**src/design/etc_pkg.sv**
```systemverilog
package etc_pkg;

    // ------------------------------------------------------------
    // register map (byte addresses, one aligned word each)
    // ------------------------------------------------------------
    localparam logic [7:0] ADDR_CTRL     = 8'h00;
    localparam logic [7:0] ADDR_STATUS   = 8'h04;
    localparam logic [7:0] ADDR_RESULT   = 8'h08;
    localparam logic [7:0] ADDR_INT_STAT = 8'h0C;
    localparam logic [7:0] ADDR_INT_MASK = 8'h10;

    // ------------------------------------------------------------
    // capture modes
    // ------------------------------------------------------------
    localparam logic [2:0] MODE_OFF      = 3'h0;
    localparam logic [2:0] MODE_FALL     = 3'h1;
    localparam logic [2:0] MODE_RISE     = 3'h2;
    localparam logic [2:0] MODE_BOTH     = 3'h3;
    localparam logic [2:0] MODE_FIRST    = 3'h4;
    localparam logic [2:0] MODE_DIV4     = 3'h5;
    localparam logic [2:0] MODE_DIV16    = 3'h6;

    // ------------------------------------------------------------
    // sizes, counts and reset values
    // ------------------------------------------------------------
    localparam int         FIFO_DEPTH    = 4;
    localparam logic [2:0] FIFO_FULL     = 3'h4;
    localparam logic [3:0] DIV4_LAST     = 4'h3;
    localparam logic [3:0] DIV16_LAST    = 4'hF;
    localparam int         CTRL_W        = 9;
    localparam int         INT_W         = 3;
    localparam logic [INT_W-1:0] INT_RESET = 3'h0;

    // interrupt status / mask bit positions
    localparam int         INT_FILL      = 0;
    localparam int         INT_CAPT      = 1;
    localparam int         INT_OVFL      = 2;

    // status register bit positions
    localparam int         STAT_NEMPTY   = 0;
    localparam int         STAT_OVFL     = 1;
    localparam int         STAT_CNT_LO   = 2;

    localparam logic [1:0] RESP_OKAY     = 2'h0;
    localparam logic [1:0] RESP_SLVERR   = 2'h2;

    // control word: bits [2:0] mode, 3 first edge rising, 4 second base,
    // 5 joined 32-bit base, [7:6] fill level minus one, 8 enable
    typedef struct packed {
        logic       enable;
        logic [1:0] fill_sel;
        logic       wide32;
        logic       src_second;
        logic       first_rising;
        logic [2:0] mode;
    } etc_ctrl_type;

    localparam etc_ctrl_type CTRL_RESET = '{enable: 1'b0, fill_sel: 2'h0, wide32: 1'b0,
                                           src_second: 1'b0, first_rising: 1'b0, mode: 3'h0};

endpackage

```
**src/design/etc_top.sv**
```systemverilog
`timescale 1ns/1ps

// Contract
// - latch selected base, 16 or 32 bits
// - falling mode: capture every falling edge only
// - rising mode: capture every rising edge
// - every-edge mode captures both directions
// - every-edge after chosen first edge polarity
// - divide-by-four: capture every fourth rising edge
// - divide-by-sixteen: every sixteenth rising edge
// - software selects either 16-bit time base
// - 32-bit mode captures both bases joined
// - four-entry first-in first-out result buffer
// - interrupt at one to four filled entries
// - capture event wakes from sleep or idle
// - capture event offered as external interrupt
module etc_top (
    input  wire logic        clock_in,
    input  wire logic        rst_b_in,
    input  wire logic        capture_input_pin_in,
    input  wire logic [15:0] first_time_base_in,
    input  wire logic [15:0] second_time_base_in,
    input  wire logic        cpu_low_power_in,
    input  wire logic [7:0]  s_axi_awaddr_in,
    input  wire logic        s_axi_awvalid_in,
    output logic             s_axi_awready_out,
    input  wire logic [31:0] s_axi_wdata_in,
    input  wire logic [3:0]  s_axi_wstrb_in,
    input  wire logic        s_axi_wvalid_in,
    output logic             s_axi_wready_out,
    output logic [1:0]       s_axi_bresp_out,
    output logic             s_axi_bvalid_out,
    input  wire logic        s_axi_bready_in,
    input  wire logic [7:0]  s_axi_araddr_in,
    input  wire logic        s_axi_arvalid_in,
    output logic             s_axi_arready_out,
    output logic [31:0]      s_axi_rdata_out,
    output logic [1:0]       s_axi_rresp_out,
    output logic             s_axi_rvalid_out,
    input  wire logic        s_axi_rready_in,
    output logic             irq_out,
    output logic             wake_out,
    output logic             ext_event_out
);

    // ------------------------------------------------------------
    // declarations
    // ------------------------------------------------------------
    etc_pkg::etc_ctrl_type    ctrl_r;
    logic [etc_pkg::INT_W-1:0] int_stat_r;
    logic [etc_pkg::INT_W-1:0] int_mask_r;
    logic [etc_pkg::INT_W-1:0] int_set;
    logic [7:0]               aw_addr_r;
    logic [31:0]              w_data_r;
    logic [3:0]               w_strb_r;
    logic                     aw_hold_r;
    logic                     w_hold_r;
    logic                     wr_do;
    logic                     rd_take;
    logic                     pin_s1_r;
    logic                     pin_s2_r;
    logic                     pin_s3_r;
    logic                     rise;
    logic                     fall;
    logic                     cap_evt;
    logic                     armed_r;
    logic [3:0]               pres_r;
    logic                     restart;
    logic [31:0]              cap_value;
    logic [31:0]              fifo_mem [etc_pkg::FIFO_DEPTH];
    logic [1:0]               wr_ptr_r;
    logic [1:0]               rd_ptr_r;
    logic [2:0]               count_r;
    logic [2:0]               count_nxt;
    logic [2:0]               fill_level;
    logic                     push;
    logic                     pop;
    logic                     ovfl_evt;
    logic                     ovfl_r;
    logic [31:0]              rd_word;

    // ------------------------------------------------------------
    // axi4-lite write channel
    // ------------------------------------------------------------
    // address and data are held until the response is taken, so a
    // second write cannot overtake the first one
    assign wr_do = aw_hold_r && w_hold_r && !s_axi_bvalid_out;

    always_ff @(posedge clock_in or negedge rst_b_in) begin
        if (!rst_b_in) begin
            aw_hold_r         <= 1'b0;
            w_hold_r          <= 1'b0;
            aw_addr_r         <= 8'h00;
            w_data_r          <= 32'h00000000;
            w_strb_r          <= 4'h0;
            s_axi_awready_out <= 1'b1;
            s_axi_wready_out  <= 1'b1;
            s_axi_bvalid_out  <= 1'b0;
            s_axi_bresp_out   <= etc_pkg::RESP_OKAY;
        end else begin
            if (s_axi_awvalid_in && s_axi_awready_out) begin
                aw_hold_r         <= 1'b1;
                aw_addr_r         <= s_axi_awaddr_in;
                s_axi_awready_out <= 1'b0;
            end
            if (s_axi_wvalid_in && s_axi_wready_out) begin
                w_hold_r         <= 1'b1;
                w_data_r         <= s_axi_wdata_in;
                w_strb_r         <= s_axi_wstrb_in;
                s_axi_wready_out <= 1'b0;
            end
            if (wr_do) begin
                s_axi_bvalid_out <= 1'b1;
                case (aw_addr_r)
                    etc_pkg::ADDR_CTRL, etc_pkg::ADDR_STATUS, etc_pkg::ADDR_RESULT,
                    etc_pkg::ADDR_INT_STAT, etc_pkg::ADDR_INT_MASK: begin
                        s_axi_bresp_out <= etc_pkg::RESP_OKAY;
                    end
                    default: begin
                        s_axi_bresp_out <= etc_pkg::RESP_SLVERR;
                    end
                endcase
            end
            if (s_axi_bvalid_out && s_axi_bready_in) begin
                s_axi_bvalid_out  <= 1'b0;
                aw_hold_r         <= 1'b0;
                w_hold_r          <= 1'b0;
                s_axi_awready_out <= 1'b1;
                s_axi_wready_out  <= 1'b1;
            end
        end
    end

    // ------------------------------------------------------------
    // control and mask registers
    // ------------------------------------------------------------
    always_ff @(posedge clock_in or negedge rst_b_in) begin
        if (!rst_b_in) begin
            ctrl_r     <= etc_pkg::CTRL_RESET;
            int_mask_r <= etc_pkg::INT_RESET;
        end else if (wr_do) begin
            if (aw_addr_r == etc_pkg::ADDR_CTRL) begin
                if (w_strb_r[0]) begin
                    ctrl_r[7:0] <= w_data_r[7:0];
                end
                if (w_strb_r[1]) begin
                    ctrl_r.enable <= w_data_r[8];
                end
            end
            if (aw_addr_r == etc_pkg::ADDR_INT_MASK && w_strb_r[0]) begin
                int_mask_r <= w_data_r[etc_pkg::INT_W-1:0];
            end
        end
    end

    // any write of the control word restarts edge arming and prescaling
    assign restart = (wr_do && aw_addr_r == etc_pkg::ADDR_CTRL) || !ctrl_r.enable;

    // ------------------------------------------------------------
    // input synchroniser and edge detection
    // ------------------------------------------------------------
    always_ff @(posedge clock_in or negedge rst_b_in) begin
        if (!rst_b_in) begin
            pin_s1_r <= 1'b0;
            pin_s2_r <= 1'b0;
            pin_s3_r <= 1'b0;
        end else begin
            pin_s1_r <= capture_input_pin_in;
            pin_s2_r <= pin_s1_r;
            pin_s3_r <= pin_s2_r;
        end
    end

    // edges from stages two and three, never stage one
    assign rise = pin_s2_r && !pin_s3_r;
    assign fall = !pin_s2_r && pin_s3_r;

    // ------------------------------------------------------------
    // capture event selection
    // ------------------------------------------------------------
    always_comb begin
        cap_evt = 1'b0;
        if (ctrl_r.enable) begin
            case (ctrl_r.mode)
                etc_pkg::MODE_FALL: cap_evt = fall;
                etc_pkg::MODE_RISE: cap_evt = rise;
                etc_pkg::MODE_BOTH: cap_evt = rise || fall;
                etc_pkg::MODE_FIRST: begin
                    if (armed_r) begin
                        cap_evt = rise || fall;
                    end else begin
                        cap_evt = ctrl_r.first_rising ? rise : fall;
                    end
                end
                etc_pkg::MODE_DIV4: cap_evt = rise && (pres_r == etc_pkg::DIV4_LAST);
                etc_pkg::MODE_DIV16: cap_evt = rise && (pres_r == etc_pkg::DIV16_LAST);
                default: cap_evt = 1'b0;
            endcase
        end
    end

    always_ff @(posedge clock_in or negedge rst_b_in) begin
        if (!rst_b_in) begin
            armed_r <= 1'b0;
        end else if (restart) begin
            armed_r <= 1'b0;
        end else if (ctrl_r.mode == etc_pkg::MODE_FIRST && cap_evt) begin
            armed_r <= 1'b1;
        end
    end

    // prescaler counts rising edges and wraps at the capture edge
    always_ff @(posedge clock_in or negedge rst_b_in) begin
        if (!rst_b_in) begin
            pres_r <= 4'h0;
        end else if (restart) begin
            pres_r <= 4'h0;
        end else if (rise) begin
            if (cap_evt) begin
                pres_r <= 4'h0;
            end else begin
                pres_r <= pres_r + 4'h1;
            end
        end
    end

    // ------------------------------------------------------------
    // time base selection
    // ------------------------------------------------------------
    always_comb begin
        if (ctrl_r.wide32) begin
            cap_value = {second_time_base_in, first_time_base_in};
        end else if (ctrl_r.src_second) begin
            cap_value = {16'h0000, second_time_base_in};
        end else begin
            cap_value = {16'h0000, first_time_base_in};
        end
    end

    // ------------------------------------------------------------
    // result buffer
    // ------------------------------------------------------------
    assign rd_take  = s_axi_arvalid_in && s_axi_arready_out;
    assign pop      = rd_take && s_axi_araddr_in == etc_pkg::ADDR_RESULT && count_r != 3'h0;
    // a full buffer drops the new capture unless a read frees a slot now
    assign push     = cap_evt && (count_r != etc_pkg::FIFO_FULL || pop);
    assign ovfl_evt = cap_evt && !push;
    assign count_nxt = count_r + {2'h0, push} - {2'h0, pop};

    always_ff @(posedge clock_in) begin
        if (push) begin
            fifo_mem[wr_ptr_r] <= cap_value;
        end
    end

    always_ff @(posedge clock_in or negedge rst_b_in) begin
        if (!rst_b_in) begin
            wr_ptr_r <= 2'h0;
            rd_ptr_r <= 2'h0;
            count_r  <= 3'h0;
        end else begin
            if (push) begin
                wr_ptr_r <= wr_ptr_r + 2'h1;
            end
            if (pop) begin
                rd_ptr_r <= rd_ptr_r + 2'h1;
            end
            count_r <= count_nxt;
        end
    end

    // overflow stays until software turns the channel off
    always_ff @(posedge clock_in or negedge rst_b_in) begin
        if (!rst_b_in) begin
            ovfl_r <= 1'b0;
        end else if (ovfl_evt) begin
            ovfl_r <= 1'b1;
        end else if (!ctrl_r.enable) begin
            ovfl_r <= 1'b0;
        end
    end

    // ------------------------------------------------------------
    // interrupt status, mask and outputs
    // ------------------------------------------------------------
    assign fill_level = {1'b0, ctrl_r.fill_sel} + 3'h1;

    always_comb begin
        int_set = '0;
        int_set[etc_pkg::INT_FILL] = count_nxt >= fill_level && count_r < fill_level;
        int_set[etc_pkg::INT_CAPT] = cap_evt;
        int_set[etc_pkg::INT_OVFL] = ovfl_evt;
    end

    // a set in the same cycle as a write-one clear wins
    always_ff @(posedge clock_in or negedge rst_b_in) begin
        if (!rst_b_in) begin
            int_stat_r <= etc_pkg::INT_RESET;
        end else if (wr_do && aw_addr_r == etc_pkg::ADDR_INT_STAT && w_strb_r[0]) begin
            int_stat_r <= (int_stat_r & ~w_data_r[etc_pkg::INT_W-1:0]) | int_set;
        end else begin
            int_stat_r <= int_stat_r | int_set;
        end
    end

    always_ff @(posedge clock_in or negedge rst_b_in) begin
        if (!rst_b_in) begin
            irq_out       <= 1'b0;
            wake_out      <= 1'b0;
            ext_event_out <= 1'b0;
        end else begin
            irq_out       <= |((int_stat_r | int_set) & int_mask_r);
            wake_out      <= cap_evt && cpu_low_power_in;
            ext_event_out <= cap_evt;
        end
    end

    // ------------------------------------------------------------
    // axi4-lite read channel
    // ------------------------------------------------------------
    always_comb begin
        rd_word = 32'h00000000;
        case (s_axi_araddr_in)
            etc_pkg::ADDR_CTRL: rd_word[etc_pkg::CTRL_W-1:0] = ctrl_r;
            etc_pkg::ADDR_STATUS: begin
                rd_word[etc_pkg::STAT_NEMPTY] = count_r != 3'h0;
                rd_word[etc_pkg::STAT_OVFL]   = ovfl_r;
                rd_word[etc_pkg::STAT_CNT_LO +: 3] = count_r;
            end
            etc_pkg::ADDR_RESULT: begin
                if (count_r != 3'h0) begin
                    rd_word = fifo_mem[rd_ptr_r];
                end
            end
            etc_pkg::ADDR_INT_STAT: rd_word[etc_pkg::INT_W-1:0] = int_stat_r;
            etc_pkg::ADDR_INT_MASK: rd_word[etc_pkg::INT_W-1:0] = int_mask_r;
            default: rd_word = 32'h00000000;
        endcase
    end

    always_ff @(posedge clock_in or negedge rst_b_in) begin
        if (!rst_b_in) begin
            s_axi_arready_out <= 1'b1;
            s_axi_rvalid_out  <= 1'b0;
            s_axi_rdata_out   <= 32'h00000000;
            s_axi_rresp_out   <= etc_pkg::RESP_OKAY;
        end else if (rd_take) begin
            s_axi_arready_out <= 1'b0;
            s_axi_rvalid_out  <= 1'b1;
            s_axi_rdata_out   <= rd_word;
            case (s_axi_araddr_in)
                etc_pkg::ADDR_CTRL, etc_pkg::ADDR_STATUS, etc_pkg::ADDR_RESULT,
                etc_pkg::ADDR_INT_STAT, etc_pkg::ADDR_INT_MASK: begin
                    s_axi_rresp_out <= etc_pkg::RESP_OKAY;
                end
                default: begin
                    s_axi_rresp_out <= etc_pkg::RESP_SLVERR;
                end
            endcase
        end else if (s_axi_rvalid_out && s_axi_rready_in) begin
            s_axi_rvalid_out  <= 1'b0;
            s_axi_arready_out <= 1'b1;
        end
    end

endmodule

```
**config.mk**
```make
export PLATFORM = sky130hd
export DESIGN_NAME = etc_top
export DESIGN_NICKNAME = d
export VERILOG_FILES = /design/src/design/etc_pkg.sv /design/src/design/etc_top.sv
export SDC_FILE = /design/constraint.sdc
export NUM_CORES = 1
export LEC_CHECK = 0
export BUFFER_PORTS_ARGS = -buffer_cell sky130_fd_sc_hd__buf_2
export CORE_AREA = 8 8 144 146
export CTS_CLUSTER_SIZE = 12
export DETAILED_ROUTE_END_ITERATION = 12
export DIE_AREA = 0 0 152 154
export PLACE_DENSITY = 0.72
export SKIP_LAST_GASP = 1
export SYNTH_ARGS = -nofsm -noshare
export SYNTH_HDL_FRONTEND = slang
export SYNTH_SLANG_ARGS = --single-unit
```
**constraint.sdc**
```tcl
create_clock -name clock_in -period 9.7 [get_ports clock_in]
set_clock_uncertainty 0.15 [all_clocks]
set_input_delay 0.485 -clock clock_in [delete_from_list [all_inputs] [get_ports clock_in]]
set_output_delay 0.485 -clock clock_in [all_outputs]
set_load 0.02 [all_outputs]
```
==> results.yml <==
status:
  status: "complete, no violations"
drt:
  wirelength_um: 19800
  vias: 5428
  drtAntennaViolNets: 0
  drc: 0
  via_per_inst: 5.54
  drt_iter0_markers: 382
  wl_per_cell_um: 20.2
  first_pass_iters: 5
timing:
  rsz0062_at_grt: "no"
  setup_viol: 0
  setup_slack_ns: 5.30
  slew_viol_final: 0
  tns_ns: 0
  clock.fmax_mhz: 227
  final_hold_viol_count: 0
  worst-slew-pin-transition_ns: 1.08
  finalCritPeriodShare_pct: 45.4
  slew-limit-headroom_pct: 27.1
  period_minus_slack_ns: 4.40
logic_synthesis:
  ys_types: 54
  ys_ff_latch: 222
  synth_edf_count: 128
  yosysWarnings: 0
  async_reset_ff_share_pct: 42.3
  yosysSeqAreaShare_pct: 67.0
  synthCells: 604
  mappedNetlistArea_mm2: 0.00925
  syn_avg_cell_area_um2: 15.3
  synth-main-ff-cell: "edfxtp_1"
setup_path:
  cp-start-kind: "flop"
  r2r_start: "pin_s3_r$_DFF_PN0_"
  cpPeakStageDelay_ns: 0.40
  worst-r2r-cell-count: 18
  cp_top_family: "compound AO/OA/AOI/OAI gates"
  cp_cell_sequence: "inv_1 > ha_1 > a21oi_1 > a311o_1 > a31oi_1 > and2_1 > inv_2 > ha_1 > inv_1 > ha_1 > fa_1 > xnor2_1 > ha_1 > a21oi_1 > o21ai_0 > a31o_1 > a222oi_1 > nand2_1"
  critPathMaxFanout: 9
  startpoint: "pin_s3_r$_DFF_PN0_"
  reg2reg_slack_ns: 5.30
  cp.depth: 18
  end_kind: "flop"
  cp_common_cell: "ha_1"
  cp.buffers_inverters: 3
  worstPathRequired_ns: 9.92
  crit_path_top_delay_cell: "fa_1"
  critPathKind: "reg -> reg"
  cp-endpoint: "irq_out$_DFF_PN0_"
  crit_arrival_ns: 4.63
  rr_endpoint: "irq_out$_DFF_PN0_"
hold_path:
  min_path_type: "in -> reg"
  worstHoldStart: "s_axi_rready_in"
die:
  core_area_mm2: 0.0185
  start_util_pct: 50.1
  ios: 137
  fp.dieArea_mm2: 0.0234
  row_count: 50
  die_w_um: 152
  dieHeight_um: 154
grt:
  grt_pass1_vias: 5778
  antenna_found_initial: 1
  grt_use_total_pct: 16.8
  grt-ovfl-total: 0
  grt_max_degree: 52
  grt_pass1_wl_um: 31600
layout:
  fillerInstances: 1391
  area_growth_pct: 17.4
  nNetsFinal: 837
  utilization_pct: 58.8
  stdcell_count: 980
  drive_gt1_share_pct: 31.5
placed_design:
  dp_slack_ns: 5.36
  gp_congestion: 0.763
  dp.cells: 930
  port_buffers: 109
  hpwl_um: 12800
power_and_ir_drop:
  p_leak_nw: 4.60
  power_mw: 2.25
  peakVddDrop_v: 0.000171
  power_density_mw_per_mm2: 207
clocking:
  cts-resized-gates: 0
  root_buffer: "clkbuf_16"
  clockBufferDepth: 3
  numCtsBuffers: 25
  clkTransAtPathRegs_ns: 0.05
  cts_tree: "done"
  clk_latency_ns: 0.52
  ctsHtreeMaxLevel: 1
  cts.sinks: 222
job:
  maxCapViolCount: 0
-- routing by layer --
layer | track usage (%) | vias up | share of wire [%]
met4 | 4.76 | 0 | 1.7
met1 | 21.4 | 2758 | 43
met3 | 3.25 | 24 | 5.1
li1 | - | 2483 | -
met5 | 0 | - | 0
met2 | 28.9 | 163 | 50
-- state kept, by name, summed over array words and instances, names as in the netlist, 2 cells and up --
signal and flops:
w_strb_r 2, w_data_r 9, pres_r 4, s_axi_rdata_out 32, aw_addr_r 8, int_stat_r 3, fifo_mem 128, int_mask_r 3
count_r 3, ctrl_r 9, wr_ptr_r 2, rd_ptr_r 2
-- layout by cell type, fill, tap and decap left out, types with 4 or more instances in the layout --
cell type / count
and3_1: 5
clkinv_2: 4
buf_2: 108
o21ai_0: 4
mux2_2: 26
dfrtp_1: 90
a22oi_1: 7
ha_1: 15
mux2i_1: 9
nand2_1: 75
nand3_1: 29
xor2_1: 4
clkbuf_16: 25
dlygate4sd3_1: 5
inv_1: 18
a21oi_1: 8
mux4_2: 32
o21ai_1: 16
nor2_1: 7
and2_1: 20
clkbuf_1: 11
xnor2_1: 4
mux2_1: 11
edfxtp_1: 128
nor3_1: 5
mux2_4: 11
nand2b_1: 6
buf_4: 12
-- logic make-up (layout without fill, tap and decap cells) --
| family | Yosys count | after routing | share of synthesized area, % |
|---|---|---|---|
| buffers and inverters | 48 | 188 | 2.15 |
| and+or+nand+nor | 170 | 170 | 9.34 |
| adders and majority gates | 16 | 16 | 2.25 |
| muxes | 89 | 89 | 15.1 |
| other | 1 | 3 | 0.0406 |
| DFF | 222 | 222 | 67.0 |
| xor gates and xnor gates | 8 | 8 | 0.758 |
| AOI/OAI and AO/OA | 50 | 50 | 3.37 |
-- power breakdown --
group	switching [mW]	internal (mW)	total, mW
Combinational	0.126	0.110	0.236
Sequential	0.0638	1.08	1.14
Clock	0.362	0.507	0.869
Total	0.552	1.69	2.25
-- worst min-delay path by stage --
stage,endpoint,slack [ns],depth (start not counted)
finish,s_axi_rvalid_out$_DFFE_PN0P_,0.02,2
global route,s_axi_rvalid_out$_DFFE_PN0P_,0.01,2
CTS,s_axi_rvalid_out$_DFFE_PN0P_,0.006,2
detailed placement,pin_s2_r$_DFF_PN0_,0.19,0
global placement,pin_s2_r$_DFF_PN0_,0.20,0
floorplan,armed_r$_DFFE_PN0P_,0.04,0
-- metrics by stage --
step                hold WS, ns  cell area [µm²]
detailed placement        0.191            10100
global placement          0.196            10100
global route             0.0144            10900
finish                   0.0202            10900
CTS                     0.00635            10900
floorplan                0.0394             9250
-- cell type report --
class                      instances  area, µm²  area share [%]
clock inverter                     8       85.1           0.784
inverter                          19       71.3           0.657
timing repair buffer             125        681            6.27
antenna                            1       2.50          0.0231
clock buffer                      36        667            6.14
sequential                       222       6200            57.1
multi-input combinational        335       2860            26.3
tap                              234        293            2.70
-- synth_stat cells, drive strengths merged, types with 9 or more instances --
cell    count  share of area, %
clkbuf     20              0.81
and2       21               1.4
inv        19              0.77
nand3      30               1.8
mux2       48               6.3
o21ai      20               1.1
edfxtp    128                42
buf         9              0.57
dfrtp      91                25
ha         15               2.0
nand2      76               3.2
mux2i       9              0.97
mux4       32               7.8
-- what timing repair did --
action                     CTS  global route
buffers inserted             0             0
setup endpoints to repair    0             0
hold buffers                 5             0
hold endpoints to repair    45             0
Power figures use the tool's default switching activity.
